===== src/diag_frame_map.svh =====
`ifndef DIAG_FRAME_MAP_SVH
`define DIAG_FRAME_MAP_SVH

// ---------------------------------------------------------------
// register byte offsets
// ---------------------------------------------------------------
`define OFF_CTRL 5'h00
`define OFF_STATUS 5'h04
`define OFF_POST 5'h08
`define OFF_IRQ_STAT 5'h0c
`define OFF_IRQ_MASK 5'h10
`define OFF_STAT3 5'h14

// ---------------------------------------------------------------
// field positions
// ---------------------------------------------------------------
`define CTRL_EXT_EN 0
`define CTRL_VAR96 1
`define CTRL_IRQ_BLK 2
`define CTRL_H_PRES 3
`define CTRL_MOD_END_LSB 8
`define CTRL_H_LEN_LSB 16
`define POST_CODE_LSB 0
`define POST_CHAN_LSB 8
`define POST_SLOT_LSB 16
`define POST_ALL_CH 24
`define POST_REMOVE 31
`define STAT3_OVF 7
`define EV_FULL 0
`define EV_BAD_CODE 1
`define EV_OVF 2
`define EV_DONE 3

// ---------------------------------------------------------------
// reset values and sizes
// ---------------------------------------------------------------
`define CTRL_RESET 32'h0000_0000
`define IRQ_MASK_RESET 4'h0
`define FRAME_MAX_BASIC 8'h40
`define FRAME_MAX_EXT 8'h60
`define IRQ_PART_LEN 8'h1d
`define ENTRY_BYTES 8'h03
`define HDR_SLOT_TAG 2'b10
`define CODE_RES_LO 5'h0a
`define CODE_RES_HI 5'h0f
`define CODE_RES_A 5'h1c
`define CODE_RES_B 5'h1f

`endif


===== src/diag_frame_pkg.sv =====
package diag_frame_pkg;

	typedef enum logic [4:0] {
		ERR_RESERVED = 5'h00,
		ERR_SHORT = 5'h01,
		ERR_UNDERVOLT = 5'h02,
		ERR_OVERVOLT = 5'h03,
		ERR_OVERLOAD = 5'h04,
		ERR_OVERTEMP = 5'h05,
		ERR_WIRE_BREAK = 5'h06,
		ERR_HIGH_LIMIT = 5'h07,
		ERR_LOW_LIMIT = 5'h08,
		ERR_FAULT = 5'h09,
		ERR_PARAM_CFG = 5'h10
	} err_code_t;

	typedef enum logic [1:0] {
		ST_IDLE = 2'b00,
		ST_SCAN = 2'b01,
		ST_SEND = 2'b11,
		ST_DONE = 2'b10
	} fsm_t;

	typedef struct packed {
		logic valid;
		logic [5:0] slot;
		logic [5:0] chan;
		logic [4:0] code;
	} entry_t;

endpackage : diag_frame_pkg


===== src/diag_code_check.sv =====
`timescale 1ns/100ps
`include "diag_frame_map.svh"

module diag_code_check
	import diag_frame_pkg::*;
(
	input wire logic [4:0] code,
	output logic legal,
	output logic maker
);

	always_comb
	begin
		maker = (code >= ERR_PARAM_CFG);
		legal = (code != ERR_RESERVED);
		if ((code >= `CODE_RES_LO) && (code <= `CODE_RES_HI))
		begin
			legal = 1'b0;
		end
		if ((code == `CODE_RES_A) || (code == `CODE_RES_B))
		begin
			legal = 1'b0;
		end
	end

endmodule : diag_code_check


===== src/diag_budget.sv =====
`timescale 1ns/100ps
`include "diag_frame_map.svh"

module diag_budget
(
	input wire logic var96,
	input wire logic irq_blk,
	input wire logic [7:0] offset,
	output logic [7:0] budget
);

	logic [8:0] room;

	always_comb
	begin
		room = {1'b0, (var96 ? `FRAME_MAX_EXT : `FRAME_MAX_BASIC)} - {1'b0, offset};
		if (!irq_blk)
		begin
			room = room - {1'b0, `IRQ_PART_LEN};
		end
		budget = room[8] ? 8'h00 : room[7:0];
	end

endmodule : diag_budget


===== src/channel_diag_frame_builder.sv =====
// How it works
// - section follows module or redundancy status
// - module status never touched by entries
// - section only with extended diagnosis
// - frame capped at 64 or 96 bytes
// - section length follows active entry count
// - blocked interrupts free 29 more bytes
// - all-channel error goes to channel 0
// - overflow bit set when entries overflow
// - unsent entries kept for later frames
// - overflow bit cleared once backlog sent
// - codes 0 to 3 encoding
// - codes 4 to 6 encoding
// - codes 7 to 9, 10-15 reserved
// - third station status byte layout
// - maker codes from 16 upward
//
// The register offsets and the Avalon-MM interface to the registers are this design's own decisions.
`timescale 1ns/100ps
`include "diag_frame_map.svh"

module channel_diag_frame_builder
	import diag_frame_pkg::*;
#(
	parameter int ENTRIES = 16
)
(
	input wire logic clk,
	input wire logic reset_n,
	input wire logic [2:0] avs_address,
	input wire logic avs_read,
	input wire logic avs_write,
	input wire logic [31:0] avs_writedata,
	output logic [31:0] avs_readdata,
	output logic avs_waitrequest,
	output logic irq,
	input wire logic frame_req,
	output logic [7:0] out_data,
	output logic out_valid,
	input wire logic out_ready,
	output logic frame_done,
	output logic [7:0] section_offset,
	output logic [7:0] section_len,
	output logic [7:0] stat3
);

	localparam int IW = (ENTRIES > 1) ? $clog2(ENTRIES) : 1;

	// ---------------------------------------------------------------
	// state
	// ---------------------------------------------------------------
	typedef struct packed {
		logic ack;
		logic [31:0] rdata;
		logic ext_en;
		logic var96;
		logic irq_blk;
		logic h_pres;
		logic [7:0] mod_end;
		logic [7:0] h_len;
		logic [7:0] offset;
		entry_t [ENTRIES-1:0] tbl;
		logic [3:0] irq_st;
		logic [3:0] irq_mask;
		fsm_t st;
		logic [IW-1:0] idx;
		logic [1:0] bsel;
		logic [7:0] used;
		logic ovf_seen;
		logic ovf;
		logic [7:0] sec_len;
		logic [7:0] odata;
		logic done;
	} state_t;

	state_t s_q;
	state_t s_d;

	logic [4:0] byte_addr;
	logic [4:0] p_code;
	logic [5:0] p_slot;
	logic [5:0] p_chan;
	logic p_legal;
	logic [7:0] budget;
	logic [ENTRIES-1:0] match;
	logic [ENTRIES-1:0] free;

	assign byte_addr = {avs_address, 2'b00};
	assign p_code = avs_writedata[`POST_CODE_LSB +: 5];
	assign p_slot = avs_writedata[`POST_SLOT_LSB +: 6];
	assign p_chan = avs_writedata[`POST_ALL_CH] ? 6'h00 : avs_writedata[`POST_CHAN_LSB +: 6];

	diag_code_check u_code
	(
		.code(p_code),
		.legal(p_legal),
		.maker()
	);

	diag_budget u_budget
	(
		.var96(s_q.var96),
		.irq_blk(s_q.irq_blk),
		.offset(s_q.offset),
		.budget(budget)
	);

	genvar gi;
	generate
		for (gi = 0; gi < ENTRIES; gi++)
		begin : g_ent
			assign match[gi] = s_q.tbl[gi].valid && (s_q.tbl[gi].slot == p_slot)
				&& (s_q.tbl[gi].chan == p_chan);
			assign free[gi] = !s_q.tbl[gi].valid;
		end
	endgenerate

	// ---------------------------------------------------------------
	// helpers
	// ---------------------------------------------------------------
	// three-byte record
	function automatic logic [7:0] entry_byte(input entry_t e, input logic [1:0] b);
		logic [7:0] r;
		r = {`HDR_SLOT_TAG, e.slot};
		if (b == 2'd1)
		begin
			r = {2'b00, e.chan};
		end
		else if (b == 2'd2)
		begin
			r = {3'b000, e.code};
		end
		return r;
	endfunction : entry_byte

	// ---------------------------------------------------------------
	// next state
	// ---------------------------------------------------------------
	always_comb
	begin
		logic [3:0] ev;
		logic we;
		logic hit;
		logic got_free;
		logic [IW-1:0] hit_i;
		logic [IW-1:0] free_i;
		logic [7:0] active;
		logic [31:0] rd;
		logic adv;
		entry_t e;
		ev = 4'h0;
		we = 1'b0;
		hit = 1'b0;
		got_free = 1'b0;
		hit_i = '0;
		free_i = '0;
		active = 8'h00;
		rd = 32'h0000_0000;
		adv = 1'b0;
		e = s_q.tbl[s_q.idx];
		s_d = s_q;
		s_d.done = 1'b0;

		// one wait cycle, then the request is taken
		s_d.ack = (avs_read || avs_write) && !s_q.ack;
		we = avs_write && s_q.ack;

		for (int i = ENTRIES - 1; i >= 0; i--)
		begin
			if (match[i])
			begin
				hit = 1'b1;
				hit_i = IW'(i);
			end
			if (free[i])
			begin
				got_free = 1'b1;
				free_i = IW'(i);
			end
			if (!free[i])
			begin
				active = active + 8'h01;
			end
		end

		s_d.offset = 8'(s_q.mod_end + (s_q.h_pres ? s_q.h_len : 8'h00));

		unique case (byte_addr)
			`OFF_CTRL:
			begin
				rd[`CTRL_EXT_EN] = s_q.ext_en;
				rd[`CTRL_VAR96] = s_q.var96;
				rd[`CTRL_IRQ_BLK] = s_q.irq_blk;
				rd[`CTRL_H_PRES] = s_q.h_pres;
				rd[`CTRL_MOD_END_LSB +: 8] = s_q.mod_end;
				rd[`CTRL_H_LEN_LSB +: 8] = s_q.h_len;
			end
			`OFF_STATUS:
			begin
				rd = {8'h00, active, s_q.sec_len, 6'h00, (s_q.st != ST_IDLE), s_q.ovf};
			end
			`OFF_IRQ_STAT:
			begin
				rd = {28'h0, s_q.irq_st};
			end
			`OFF_IRQ_MASK:
			begin
				rd = {28'h0, s_q.irq_mask};
			end
			`OFF_STAT3:
			begin
				rd = {24'h0, stat3};
			end
			default:
			begin
				rd = 32'h0000_0000;
			end
		endcase
		if (avs_read && !s_q.ack)
		begin
			s_d.rdata = rd;
		end

		if (we)
		begin
			unique case (byte_addr)
				`OFF_CTRL:
				begin
					s_d.ext_en = avs_writedata[`CTRL_EXT_EN];
					s_d.var96 = avs_writedata[`CTRL_VAR96];
					s_d.irq_blk = avs_writedata[`CTRL_IRQ_BLK];
					s_d.h_pres = avs_writedata[`CTRL_H_PRES];
					s_d.mod_end = avs_writedata[`CTRL_MOD_END_LSB +: 8];
					s_d.h_len = avs_writedata[`CTRL_H_LEN_LSB +: 8];
				end
				`OFF_POST:
				begin
					if (avs_writedata[`POST_REMOVE])
					begin
						if (hit)
						begin
							s_d.tbl[hit_i].valid = 1'b0;
						end
					end
					else if (!p_legal)
					begin
						ev[`EV_BAD_CODE] = 1'b1;
					end
					else if (hit)
					begin
						s_d.tbl[hit_i].code = p_code;
					end
					else if (got_free)
					begin
						s_d.tbl[free_i] = '{valid: 1'b1, slot: p_slot, chan: p_chan,
							code: p_code};
					end
					else
					begin
						ev[`EV_FULL] = 1'b1;
					end
				end
				`OFF_IRQ_MASK:
				begin
					s_d.irq_mask = avs_writedata[3:0];
				end
				default:
				begin
				end
			endcase
		end

		// ---------------------------------------------------------------
		// frame assembly
		// ---------------------------------------------------------------
		unique case (s_q.st)
			ST_IDLE:
			begin
				if (frame_req)
				begin
					s_d.used = 8'h00;
					s_d.idx = '0;
					s_d.ovf_seen = 1'b0;
					s_d.st = s_q.ext_en ? ST_SCAN : ST_DONE;
				end
			end
			ST_SCAN:
			begin
				adv = 1'b1;
				if (e.valid)
				begin
					if (({1'b0, s_q.used} + {1'b0, `ENTRY_BYTES}) <= {1'b0, budget})
					begin
						adv = 1'b0;
						s_d.bsel = 2'd0;
						s_d.odata = entry_byte(e, 2'd0);
						s_d.st = ST_SEND;
					end
					else
					begin
						s_d.ovf_seen = 1'b1;
					end
				end
			end
			ST_SEND:
			begin
				if (out_ready)
				begin
					s_d.used = s_q.used + 8'h01;
					if (s_q.bsel == 2'd2)
					begin
						adv = 1'b1;
					end
					else
					begin
						s_d.bsel = s_q.bsel + 2'd1;
						s_d.odata = entry_byte(e, s_q.bsel + 2'd1);
					end
				end
			end
			ST_DONE:
			begin
				s_d.ovf = s_q.ovf_seen;
				s_d.sec_len = s_q.used;
				s_d.done = 1'b1;
				ev[`EV_DONE] = 1'b1;
				ev[`EV_OVF] = s_q.ovf_seen && !s_q.ovf;
				s_d.st = ST_IDLE;
			end
			default:
			begin
				s_d.st = ST_IDLE;
			end
		endcase

		if (adv)
		begin
			s_d.st = ST_SCAN;
			if (s_q.idx == IW'(ENTRIES - 1))
			begin
				s_d.st = ST_DONE;
			end
			else
			begin
				s_d.idx = s_q.idx + IW'(1);
			end
		end

		// set wins over write-one-to-clear
		s_d.irq_st = s_q.irq_st;
		if (we && (byte_addr == `OFF_IRQ_STAT))
		begin
			s_d.irq_st = s_q.irq_st & ~avs_writedata[3:0];
		end
		s_d.irq_st = s_d.irq_st | ev;
	end

	// ---------------------------------------------------------------
	// registers
	// ---------------------------------------------------------------
	always_ff @(posedge clk)
	begin
		if (!reset_n)
		begin
			s_q <= '0;
			s_q.ext_en <= 1'(`CTRL_RESET >> `CTRL_EXT_EN);
			s_q.irq_mask <= `IRQ_MASK_RESET;
			s_q.st <= ST_IDLE;
		end
		else
		begin
			s_q <= s_d;
		end
	end

	// ---------------------------------------------------------------
	// outputs
	// ---------------------------------------------------------------
	assign avs_waitrequest = (avs_read || avs_write) && !s_q.ack;
	assign avs_readdata = s_q.rdata;
	assign irq = |(s_q.irq_st & s_q.irq_mask);
	assign out_valid = (s_q.st == ST_SEND);
	assign out_data = s_q.odata;
	assign frame_done = s_q.done;
	assign section_offset = s_q.offset;
	assign section_len = s_q.sec_len;
	assign stat3 = {s_q.ovf, 7'h00};

endmodule : channel_diag_frame_builder


===== config.mk =====
export PLATFORM = sky130hd
export DESIGN_NAME = channel_diag_frame_builder
export DESIGN_NICKNAME = d
export VERILOG_FILES = /design/src/diag_frame_pkg.sv /design/src/diag_code_check.sv /design/src/diag_budget.sv /design/src/channel_diag_frame_builder.sv
export VERILOG_INCLUDE_DIRS = /design/src
export SDC_FILE = /design/constraint.sdc
export NUM_CORES = 1
export LEC_CHECK = 0
export BUFFER_PORTS_ARGS = -buffer_cell sky130_fd_sc_hd__buf_2
export CORE_ASPECT_RATIO = 0.75
export CORE_MARGIN = 2
export CORE_UTILIZATION = 46
export DETAILED_ROUTE_END_ITERATION = 12
export MAX_ROUTING_LAYER = met4
export REMOVE_ABC_BUFFERS = 1
export SLEW_MARGIN = 20
export SYNTH_ARGS = -nofsm -noshare
export SYNTH_HDL_FRONTEND = slang
export SYNTH_SLANG_ARGS = --single-unit

===== constraint.sdc =====
create_clock -name clk -period 14 [get_ports clk]
set_clock_uncertainty 0.15 [all_clocks]
set_input_delay 0.7 -clock clk [delete_from_list [all_inputs] [get_ports clk]]
set_output_delay 0.7 -clock clk [all_outputs]
set_load 0.01 [all_outputs]

==> flow_summary.rst, run 1 <==
.. list-table::
   :header-rows: 1

   * - Metric
     - Value
   * - Result of the run
     - finished clean
   * - Count of input and output buffers
     - 80
   * - DRC errors left
     - 0
   * - Count of TritonRoute iterations in the first routing pass
     - 5
   * - Critical path type
     - flip-flop to flip-flop
   * - Synth warn
     - 0
   * - Wire per inst
     - 23.0 microns
   * - Share of synthesized cell area in full adder, half adder and majority cells
     - 2.52%
   * - Slowest CP cell
     - sky130_fd_sc_hd__ha_1
   * - Number of enable-type register cells in the synthesized netlist
     - 0
   * - Maximum number of pins on one net before global-route repair
     - 156
   * - Tmin final
     - 10160 ps
   * - Critical path peak fanout
     - 13
   * - Number of cells upsized or downsized after cts
     - 0
   * - Leakage component of the power
     - 9.04 nW
   * - Number of nets in the final layout
     - 2750
   * - Io pins
     - 109
   * - Type of origin of the critical path
     - flip-flop
   * - RSZ-0062 raised after global routing
     - false
   * - Remaining global-route overflow
     - 0
   * - Cell area after synthesis
     - 23600 sq um
   * - Via count of the first global-routing pass
     - 18.6k
   * - Setup total negative slack
     - 0 ps
   * - Area contributors post-synth
     - sky130_fd_sc_hd__dfxtp_1 32%, sky130_fd_sc_hd__mux4_2 8.7%, sky130_fd_sc_hd__mux2i_1 7.5%
   * - Clk sinks
     - 380
   * - Cell type with the highest aggregate area in the netlist
     - sky130_fd_sc_hd__dfxtp_1
   * - Worst Path Required
     - 14360 ps
   * - Placeable Area
     - 50400 sq um
   * - Initial detailed-routing violation count
     - 2359
   * - Post-detailed-route via-to-cell ratio
     - 6.19
   * - Overall via count from detail_route
     - 20.7k
   * - Synthesized-area fraction occupied by and/or/nand/nor cells
     - 19.1%
   * - Area grow syn2layout
     - 7.45%
   * - Worst reg2reg setup slack
     - 3840 ps
   * - Longest Clk Path Bufs
     - 3
   * - Post-synthesis register bit count
     - 380
   * - Critical path arrival
     - 10520 ps
   * - Number of instances in the synthesized netlist
     - 2754
   * - Area after DPL
     - 23900 sq um
   * - Number of maximum-capacitance violations
     - 0
   * - Fraction of synthesized cell area taken by the top area cell type
     - 32.3%
   * - Distinct cells, synth
     - 80
   * - H-tree depth reported by CTS
     - 2
   * - Number of buffers inserted by hold repair at cts
     - 0
   * - Count of nets left with antenna violations after detail routing
     - 0
   * - Mux contribution to synthesized area
     - 16.6%
   * - Final WS setup
     - 3840 ps
   * - Sequential share of the synthesized area
     - 32.3%
   * - Endpoints failing setup
     - 0
   * - CP Capture Type
     - flip-flop
   * - VDD IR-drop max
     - 86.1 uV
   * - Antenna Cells
     - 0
   * - Row cnt
     - 71
   * - Worst Hold Class
     - input pin to flip-flop
   * - Cell area after layout
     - 25300 sq um
   * - Fraction of layout instances using a drive strength above 1
     - 12.0%
   * - Buffer type at the clock tree root
     - sky130_fd_sc_hd__clkbuf_16
   * - Wire length of the first global-routing pass
     - 117 mm
   * - Die Y-Extent
     - 200 microns
   * - Final worst path period share
     - 72.5%
   * - Number of buffers created by CTS
     - 42
   * - Number of setup buffers added after CTS
     - 0
   * - Clock slew seen by the registers of the worst setup and hold paths
     - 60 ps
   * - Dominant register cell in the synthesized netlist
     - sky130_fd_sc_hd__dfxtp_1
   * - Combinational family with the most area after synthesis
     - simple AND/OR/NAND/NOR gates
   * - Worst relative slew slack
     - 23.7%
   * - Estimated wirelength of the detail-placed design
     - 53.5 mm
   * - Compound-cell area share of the yosys netlist
     - 14.2%
   * - Power per Cell Area
     - 101 nW/um^2
   * - Fill count
     - 4738
   * - Sum of routed wire length over all layers
     - 77.2 mm
   * - Delay contributed by the slowest stage of the critical path
     - 590 ps
   * - Area enclosed by the die boundary
     - 53100 sq um
   * - Clock tree from TritonCTS
     - done
   * - CP most frequent cell
     - sky130_fd_sc_hd__ha_1
   * - Die outline width
     - 265 microns
   * - Area used by sequential logic in the layout
     - 7610 sq um
   * - Max Transition Viols Final
     - 0
   * - Setup WS pre-CTS
     - 4040 ps
   * - Combined area of the multi-input logic cells
     - 14600 sq um
   * - Slew at the pin closest to its max-slew limit
     - 1130 ps
   * - Number of antenna violations at the first check in global routing
     - 0
   * - F_max
     - 0.0985 GHz
   * - Routability-driven placement congestion ratio
     - 0.938
   * - Number of hold violations in the final report
     - 0
   * - Proportion of synthesized flip-flops having asynchronous set or reset
     - 0%
   * - Global router's overall resource usage
     - 29.4%
   * - Mean cell area of the mapped netlist
     - 8.56 sq um
   * - Synthesized-area fraction occupied by xor and xnor cells
     - 8.85%
   * - Effective utilization at floorplan
     - 46.8%
   * - Clock latency reported for the late side of the worst-skew pair
     - 590 ps
## cells in the mapped netlist (all sizes together), types with 40 or more instances
cell    instances
dfxtp         380
nor2          325
nand2         316
a21oi         208
mux2i         178
clkbuf        167
xnor2         120
buf           110
mux4           91
o21ai          91
xor2           84
nand3          63
inv            58
a31oi          52
ha             45
nand4          44
o32ai          40
## per-layer routing
layer | track usage, % | share of wire [%] | vias up
met1 | 43.4 | 47 | 10200
li1 | - | - | 9523
met2 | 41.3 | 42 | 938
met5 | - | 0 | -
met3 | 4.55 | 8.8 | 103
met4 | 7.83 | 2.5 | 0
## cell families after synthesis
family	after synthesis
XOR/XNOR	215
adder cells (fa/ha/maj)	47
buffers and inverters	335
other	1
flip-flops	380
AND/OR/NAND/NOR	966
multiplexers	275
AO/OA/AOI/OAI	535
## critical path: cells and delay by family (launching register included)
family / cells / cell delay, ps
xor+xnor: 1 / 530
simple gates: 11 / 2000
fa+ha+maj: 12 / 4070
mux: 5 / 1500
buf+inv: 4 / 380
flops: 1 / 450
compound gates: 8 / 1000
## sequential cells by signal, indices dropped and copies added (netlist names)
signal	cells
out_data	7
s_q	334
avs_readdata	21
stat3	1
frame_done	1
section_len	8
section_offset	8
## power breakdown
part / internal [mW] / switching [mW]
Clock: 0.646 / 0.489
Sequential: 1.09 / 0.0259
Combinational: 0.112 / 0.188
Total: 1.85 / 0.703
## area by class of cell
class / instances / share of cell area, %
Sequential cell: 380 / 30.1
Multi-Input combinational cell: 2057 / 57.5
Inverter: 58 / 0.889
Clock inverter: 16 / 0.652
Tap cell: 657 / 3.25
Timing Repair Buffer: 124 / 2.90
Clock buffer: 59 / 4.80
## worst paths after layout
check | start | end | depth (start not counted)
worst max-delay path | s_q[312] | avs_readdata[22] | 41
worst min-delay path | avs_writedata[15] | s_q[354] | 3
worst max register to register | s_q[312] | avs_readdata[22] | 41
worst min register to register | avs_readdata[7] | avs_readdata[7] | 2
## per-stage QoR
stage	hold slack (ps)	instances	utilization, %	total power [mW]
finish	217	3351	50.3	2.55
global route	222	3351	50.3	2.64
CTS	199	3351	50.3	2.56
detailed placement	296	3276	47.5	1.44
global placement	292	3276	47.5	1.44
floorplan	278	2495	-	1.33
## cells in the final DEF, fill, tap and decap left out, types with 35 or more instances in the layout
cell                        instances
sky130_fd_sc_hd__nor2_1           320
sky130_fd_sc_hd__mux4_2            91
sky130_fd_sc_hd__buf_2             80
sky130_fd_sc_hd__nand4_1           44
sky130_fd_sc_hd__nand3_1           63
sky130_fd_sc_hd__buf_4             43
sky130_fd_sc_hd__clkbuf_16         43
sky130_fd_sc_hd__nand2_1          316
sky130_fd_sc_hd__inv_1             56
sky130_fd_sc_hd__xnor2_1          119
sky130_fd_sc_hd__mux2i_1          177
sky130_fd_sc_hd__xor2_1            82
sky130_fd_sc_hd__a21oi_1          207
sky130_fd_sc_hd__o21ai_0           90
sky130_fd_sc_hd__nor4bb_1          35
sky130_fd_sc_hd__ha_1              45
sky130_fd_sc_hd__o32ai_1           40
sky130_fd_sc_hd__a31oi_1           52
sky130_fd_sc_hd__dfxtp_1          378
No activity file was read; power rests on OpenSTA's default activity.
==> run 2: changes to the inputs <==
==> constraint.sdc (replaced) <==
create_clock -name clk -period 8.83 [get_ports clk]
set_clock_uncertainty 0.15 [all_clocks]
set_input_delay 0.4415 -clock clk [delete_from_list [all_inputs] [get_ports clk]]
set_output_delay 0.4415 -clock clk [all_outputs]
set_load 0.01 [all_outputs]
==> run 2 against run 1 <==
Effect of this change: first-iteration DRC count grew 5.9%; clock power is 62% higher; sequential power is 60% higher; sequential share of layout area is 0.65 points lower; core utilization rose by 1.1 points; total power up 60%; critical path type unchanged; critical endpoint is now avs_readdata[20].
==> flow_summary.rst, run 2 (same netlist as run 1, synthesis figures left out) <==
.. list-table::
   :header-rows: 1

   * - Metric
     - Value
   * - Maximum number of pins on one net before global-route repair
     - 204 (+31%)
   * - DRC errors left
     - 0 (unchanged)
   * - Io pins
     - 109 (unchanged)
   * - Fraction of layout instances using a drive strength above 1
     - 14.4% (+2.4 points)
   * - Clock latency reported for the late side of the worst-skew pair
     - 600 ps (about the same)
   * - Tmin final
     - 8530 ps (-1630 ps)
   * - Setup WS pre-CTS
     - -122 ps (-4170 ps)
   * - Number of antenna violations at the first check in global routing
     - 1 (+1)
   * - Estimated wirelength of the detail-placed design
     - 55.3 mm (+3.4%)
   * - Wire per inst
     - 23.4 microns (+1.4%)
   * - Via count of the first global-routing pass
     - 18.9k (+1.3%)
   * - Die outline width
     - 265 microns (unchanged)
   * - HP Start
     - avs_read
   * - Fraction of power consumed by the clock network
     - 44.8% (+0.4 points)
   * - Longest Clk Path Bufs
     - 3 (unchanged)
   * - GRT met1 Usage
     - 45.0% (+1.6 points)
   * - Switching power
     - 1.12 mW (+59%)
   * - Sum of routed wire length over all layers
     - 79.3 mm (+2.7%)
   * - Result of the run
     - finished clean
   * - CP most frequent cell
     - sky130_fd_sc_hd__ha_1
   * - Slew at the pin closest to its max-slew limit
     - 1180 ps (+47.7 ps)
   * - Most used cells in the layout excluding fill and tap cells
     - 376 x sky130_fd_sc_hd__dfxtp_1, 315 x sky130_fd_sc_hd__nor2_1, 314 x sky130_fd_sc_hd__nand2_1
   * - Internal power
     - 2.98 mW (+61%)
   * - Delay contributed by the slowest stage of the critical path
     - 340 ps (-250 ps)
   * - Total design power
     - 4.09 mW (+60%)
   * - Final worst path period share
     - 96.6% (+24 points)
   * - Antenna Cells
     - 0 (unchanged)
   * - Max Transition Viols Final
     - 0 (unchanged)
   * - Global router's overall resource usage
     - 30.1% (+0.73 points)
   * - Combinational group share of total power
     - 11.5% (-0.3 points)
   * - Number of hold violations in the final report
     - 0 (unchanged)
   * - Fill count
     - 4719 (-0.40%)
   * - Leakage component of the power
     - 9.29 nW (+2.8%)
   * - Count of nets left with antenna violations after detail routing
     - 0 (unchanged)
   * - Placeable Area
     - 50400 sq um (unchanged)
   * - Die Y-Extent
     - 200 microns (unchanged)
   * - Wire length of the first global-routing pass
     - 119 mm (+2.0%)
   * - Capture endpoint of the worst hold path
     - s_q[391]
   * - Area grow syn2layout
     - 9.85%
   * - CP Capture Type
     - flip-flop
   * - Clock tree from TritonCTS
     - done
   * - Remaining global-route overflow
     - 0 (unchanged)
   * - Area enclosed by the die boundary
     - 53100 sq um (unchanged)
   * - Critical path type
     - flip-flop to flip-flop
   * - Critical path peak fanout
     - 3 (-10)
   * - Worst relative slew slack
     - 21.0% (-2.7 points)
   * - VDD IR-drop max
     - 142 uV (+64%)
   * - GR met2 Demand/Resource
     - 42.9% (+1.6 points)
   * - Slowest CP cell
     - sky130_fd_sc_hd__dfxtp_2
   * - Count of TritonRoute iterations in the first routing pass
     - 6 (+1)
   * - Critical path arrival
     - 8830 ps (-1690 ps)
   * - First element of the critical path
     - s_q[312]
   * - Origin of the critical flop-to-flop path
     - s_q[312]
   * - Register-to-Register Path Depth
     - 46 (+12%)
   * - Number of maximum-capacitance violations
     - 0 (unchanged)
   * - Row cnt
     - 71 (unchanged)
   * - Worst r2r dst
     - avs_readdata[20]
   * - Initial detailed-routing violation count
     - 2499 (+5.9%)
   * - Flip-flop count of the largest register after layout
     - 334 (unchanged)
   * - Type of origin of the critical path
     - flip-flop
   * - Worst reg2reg setup slack
     - 300 ps (-3540 ps)
   * - Instance count along the most critical hold path
     - 3 (unchanged)
   * - Worst Path Required
     - 9130 ps (-5230 ps)
   * - Portion of total power attributed to sequential cells
     - 43.7% (about the same)
   * - Endpoints failing setup
     - 0 (unchanged)
   * - Final WS setup
     - 302 ps (-3540 ps)
   * - Power per Cell Area
     - 158 nW/um^2 (+57%)
   * - Area used by sequential logic in the layout
     - 7620 sq um (about the same)
   * - Core utilization of the finished layout
     - 51.4% (+1.1 points)
   * - Count of input and output buffers
     - 80 (unchanged)
   * - Routability-driven placement congestion ratio
     - 0.963 (+2.7%)
   * - Clock slew seen by the registers of the worst setup and hold paths
     - 70 ps (about the same)
   * - Effective utilization at floorplan
     - 46.8% (unchanged)
   * - Reg with most FFs
     - s_q
   * - Combined area of the multi-input logic cells
     - 14700 sq um (+1.3%)
   * - Most common cell after layout, fill and taps aside
     - sky130_fd_sc_hd__dfxtp_1
   * - Overall via count from detail_route
     - 21.0k (+1.0%)
   * - Sw Share
     - 27.3% (-0.24 points)
   * - Number of buffers created by CTS
     - 41 (-2.4%)
   * - Worst Hold Class
     - input pin to flip-flop
   * - H-tree depth reported by CTS
     - 2 (unchanged)
   * - F_max
     - 0.117 GHz (+19%)
   * - Clk sinks
     - 380 (unchanged)
   * - Buffer type at the clock tree root
     - sky130_fd_sc_hd__clkbuf_16
   * - Number of nets in the final layout
     - 2792 (+1.5%)
   * - Layer carrying the most global-route usage
     - met1
   * - Post-detailed-route via-to-cell ratio
     - 6.17 (-0.31%)
   * - Global routing usage on met3
     - 4.29% (-0.26 points)
==> run 2: cell types whose count changed in the layout (fill, tap and decap cells not counted), moves of 4 or more <==
cell	before	now
sky130_fd_sc_hd__buf_4	43	82
sky130_fd_sc_hd__ha_1	45	39
sky130_fd_sc_hd__nor2_2	4	10
sky130_fd_sc_hd__ha_4	0	5
sky130_fd_sc_hd__nor2_1	320	315
sky130_fd_sc_hd__dlygate4sd3_1	0	4
==> run 2: per-layer routing <==
metal	wire (microns)	vias up
met4	1430	0
li1	-	9635
met3	6960	106
met5	0	-
met1	37400	10300
met2	33500	883
==> run 2: critical path: cells and delay by family (launching register included) <==
kind | cells | cell delay, ps
compound gates | 10 | 1340
xor+xnor | 2 | 290
fa+ha+maj | 13 | 3430
buf+inv | 6 | 460
flops | 1 | 340
mux | 5 | 1220
simple gates | 10 | 1120
==> run 2: area by class of cell <==
cell class / count / share of cell area (%)
Tap cell: 657 / 3.17
Inverter: 58 / 0.870
Clock buffer: 62 / 4.77
Multi-Input combinational cell: 2057 / 56.9
Timing Repair Buffer: 167 / 4.16
Sequential cell: 380 / 29.4
Clock inverter: 14 / 0.681
==> run 2: worst max-delay path by stage <==
stage	end	slack, ps	cells past startpoint
floorplan	avs_readdata[19]	-90	41
finish	avs_readdata[20]	300	46
CTS	avs_readdata[20]	40	46
global route	avs_readdata[20]	-80	46
global placement	avs_readdata[22]	40	45
detailed placement	avs_readdata[22]	-120	43
==> run 2: what timing repair did <==
| action | in CTS | in global routing |
|---|---|---|
| setup endpoints to repair | 4 | 6 |
| setup buffers | 4 | 4 |
| pin swaps | 7 | 10 |
| hold buffers | 4 | 0 |
| resized for setup | 12 | 27 |
| endpoints found under the hold margin | 4 | 0 |
==> run 2: power by group through the flow <==
stage | registers, mW | clock network (mW) | logic (mW)
after floorplan | 1.83 | 0 | 0.284
after global placement | 1.83 | 0 | 0.459
after detailed placement | 1.83 | 0 | 0.462
after CTS | 1.79 | 1.85 | 0.465
after global routing | 1.79 | 1.92 | 0.509
final | 1.79 | 1.83 | 0.471
==> run 2: stage by stage <==
stage                     hold WS (ps)  std cells  cell area, sq um  TNS (ps)
after floorplan                    278       2495             22300      -181
after global placement             291       3307             24200         0
after detailed placement           300       3307             24200      -248
after CTS                         10.8       3391             25700         0
after global routing              47.9       3395             25900     -86.2
final                             24.4       3395             25900         0
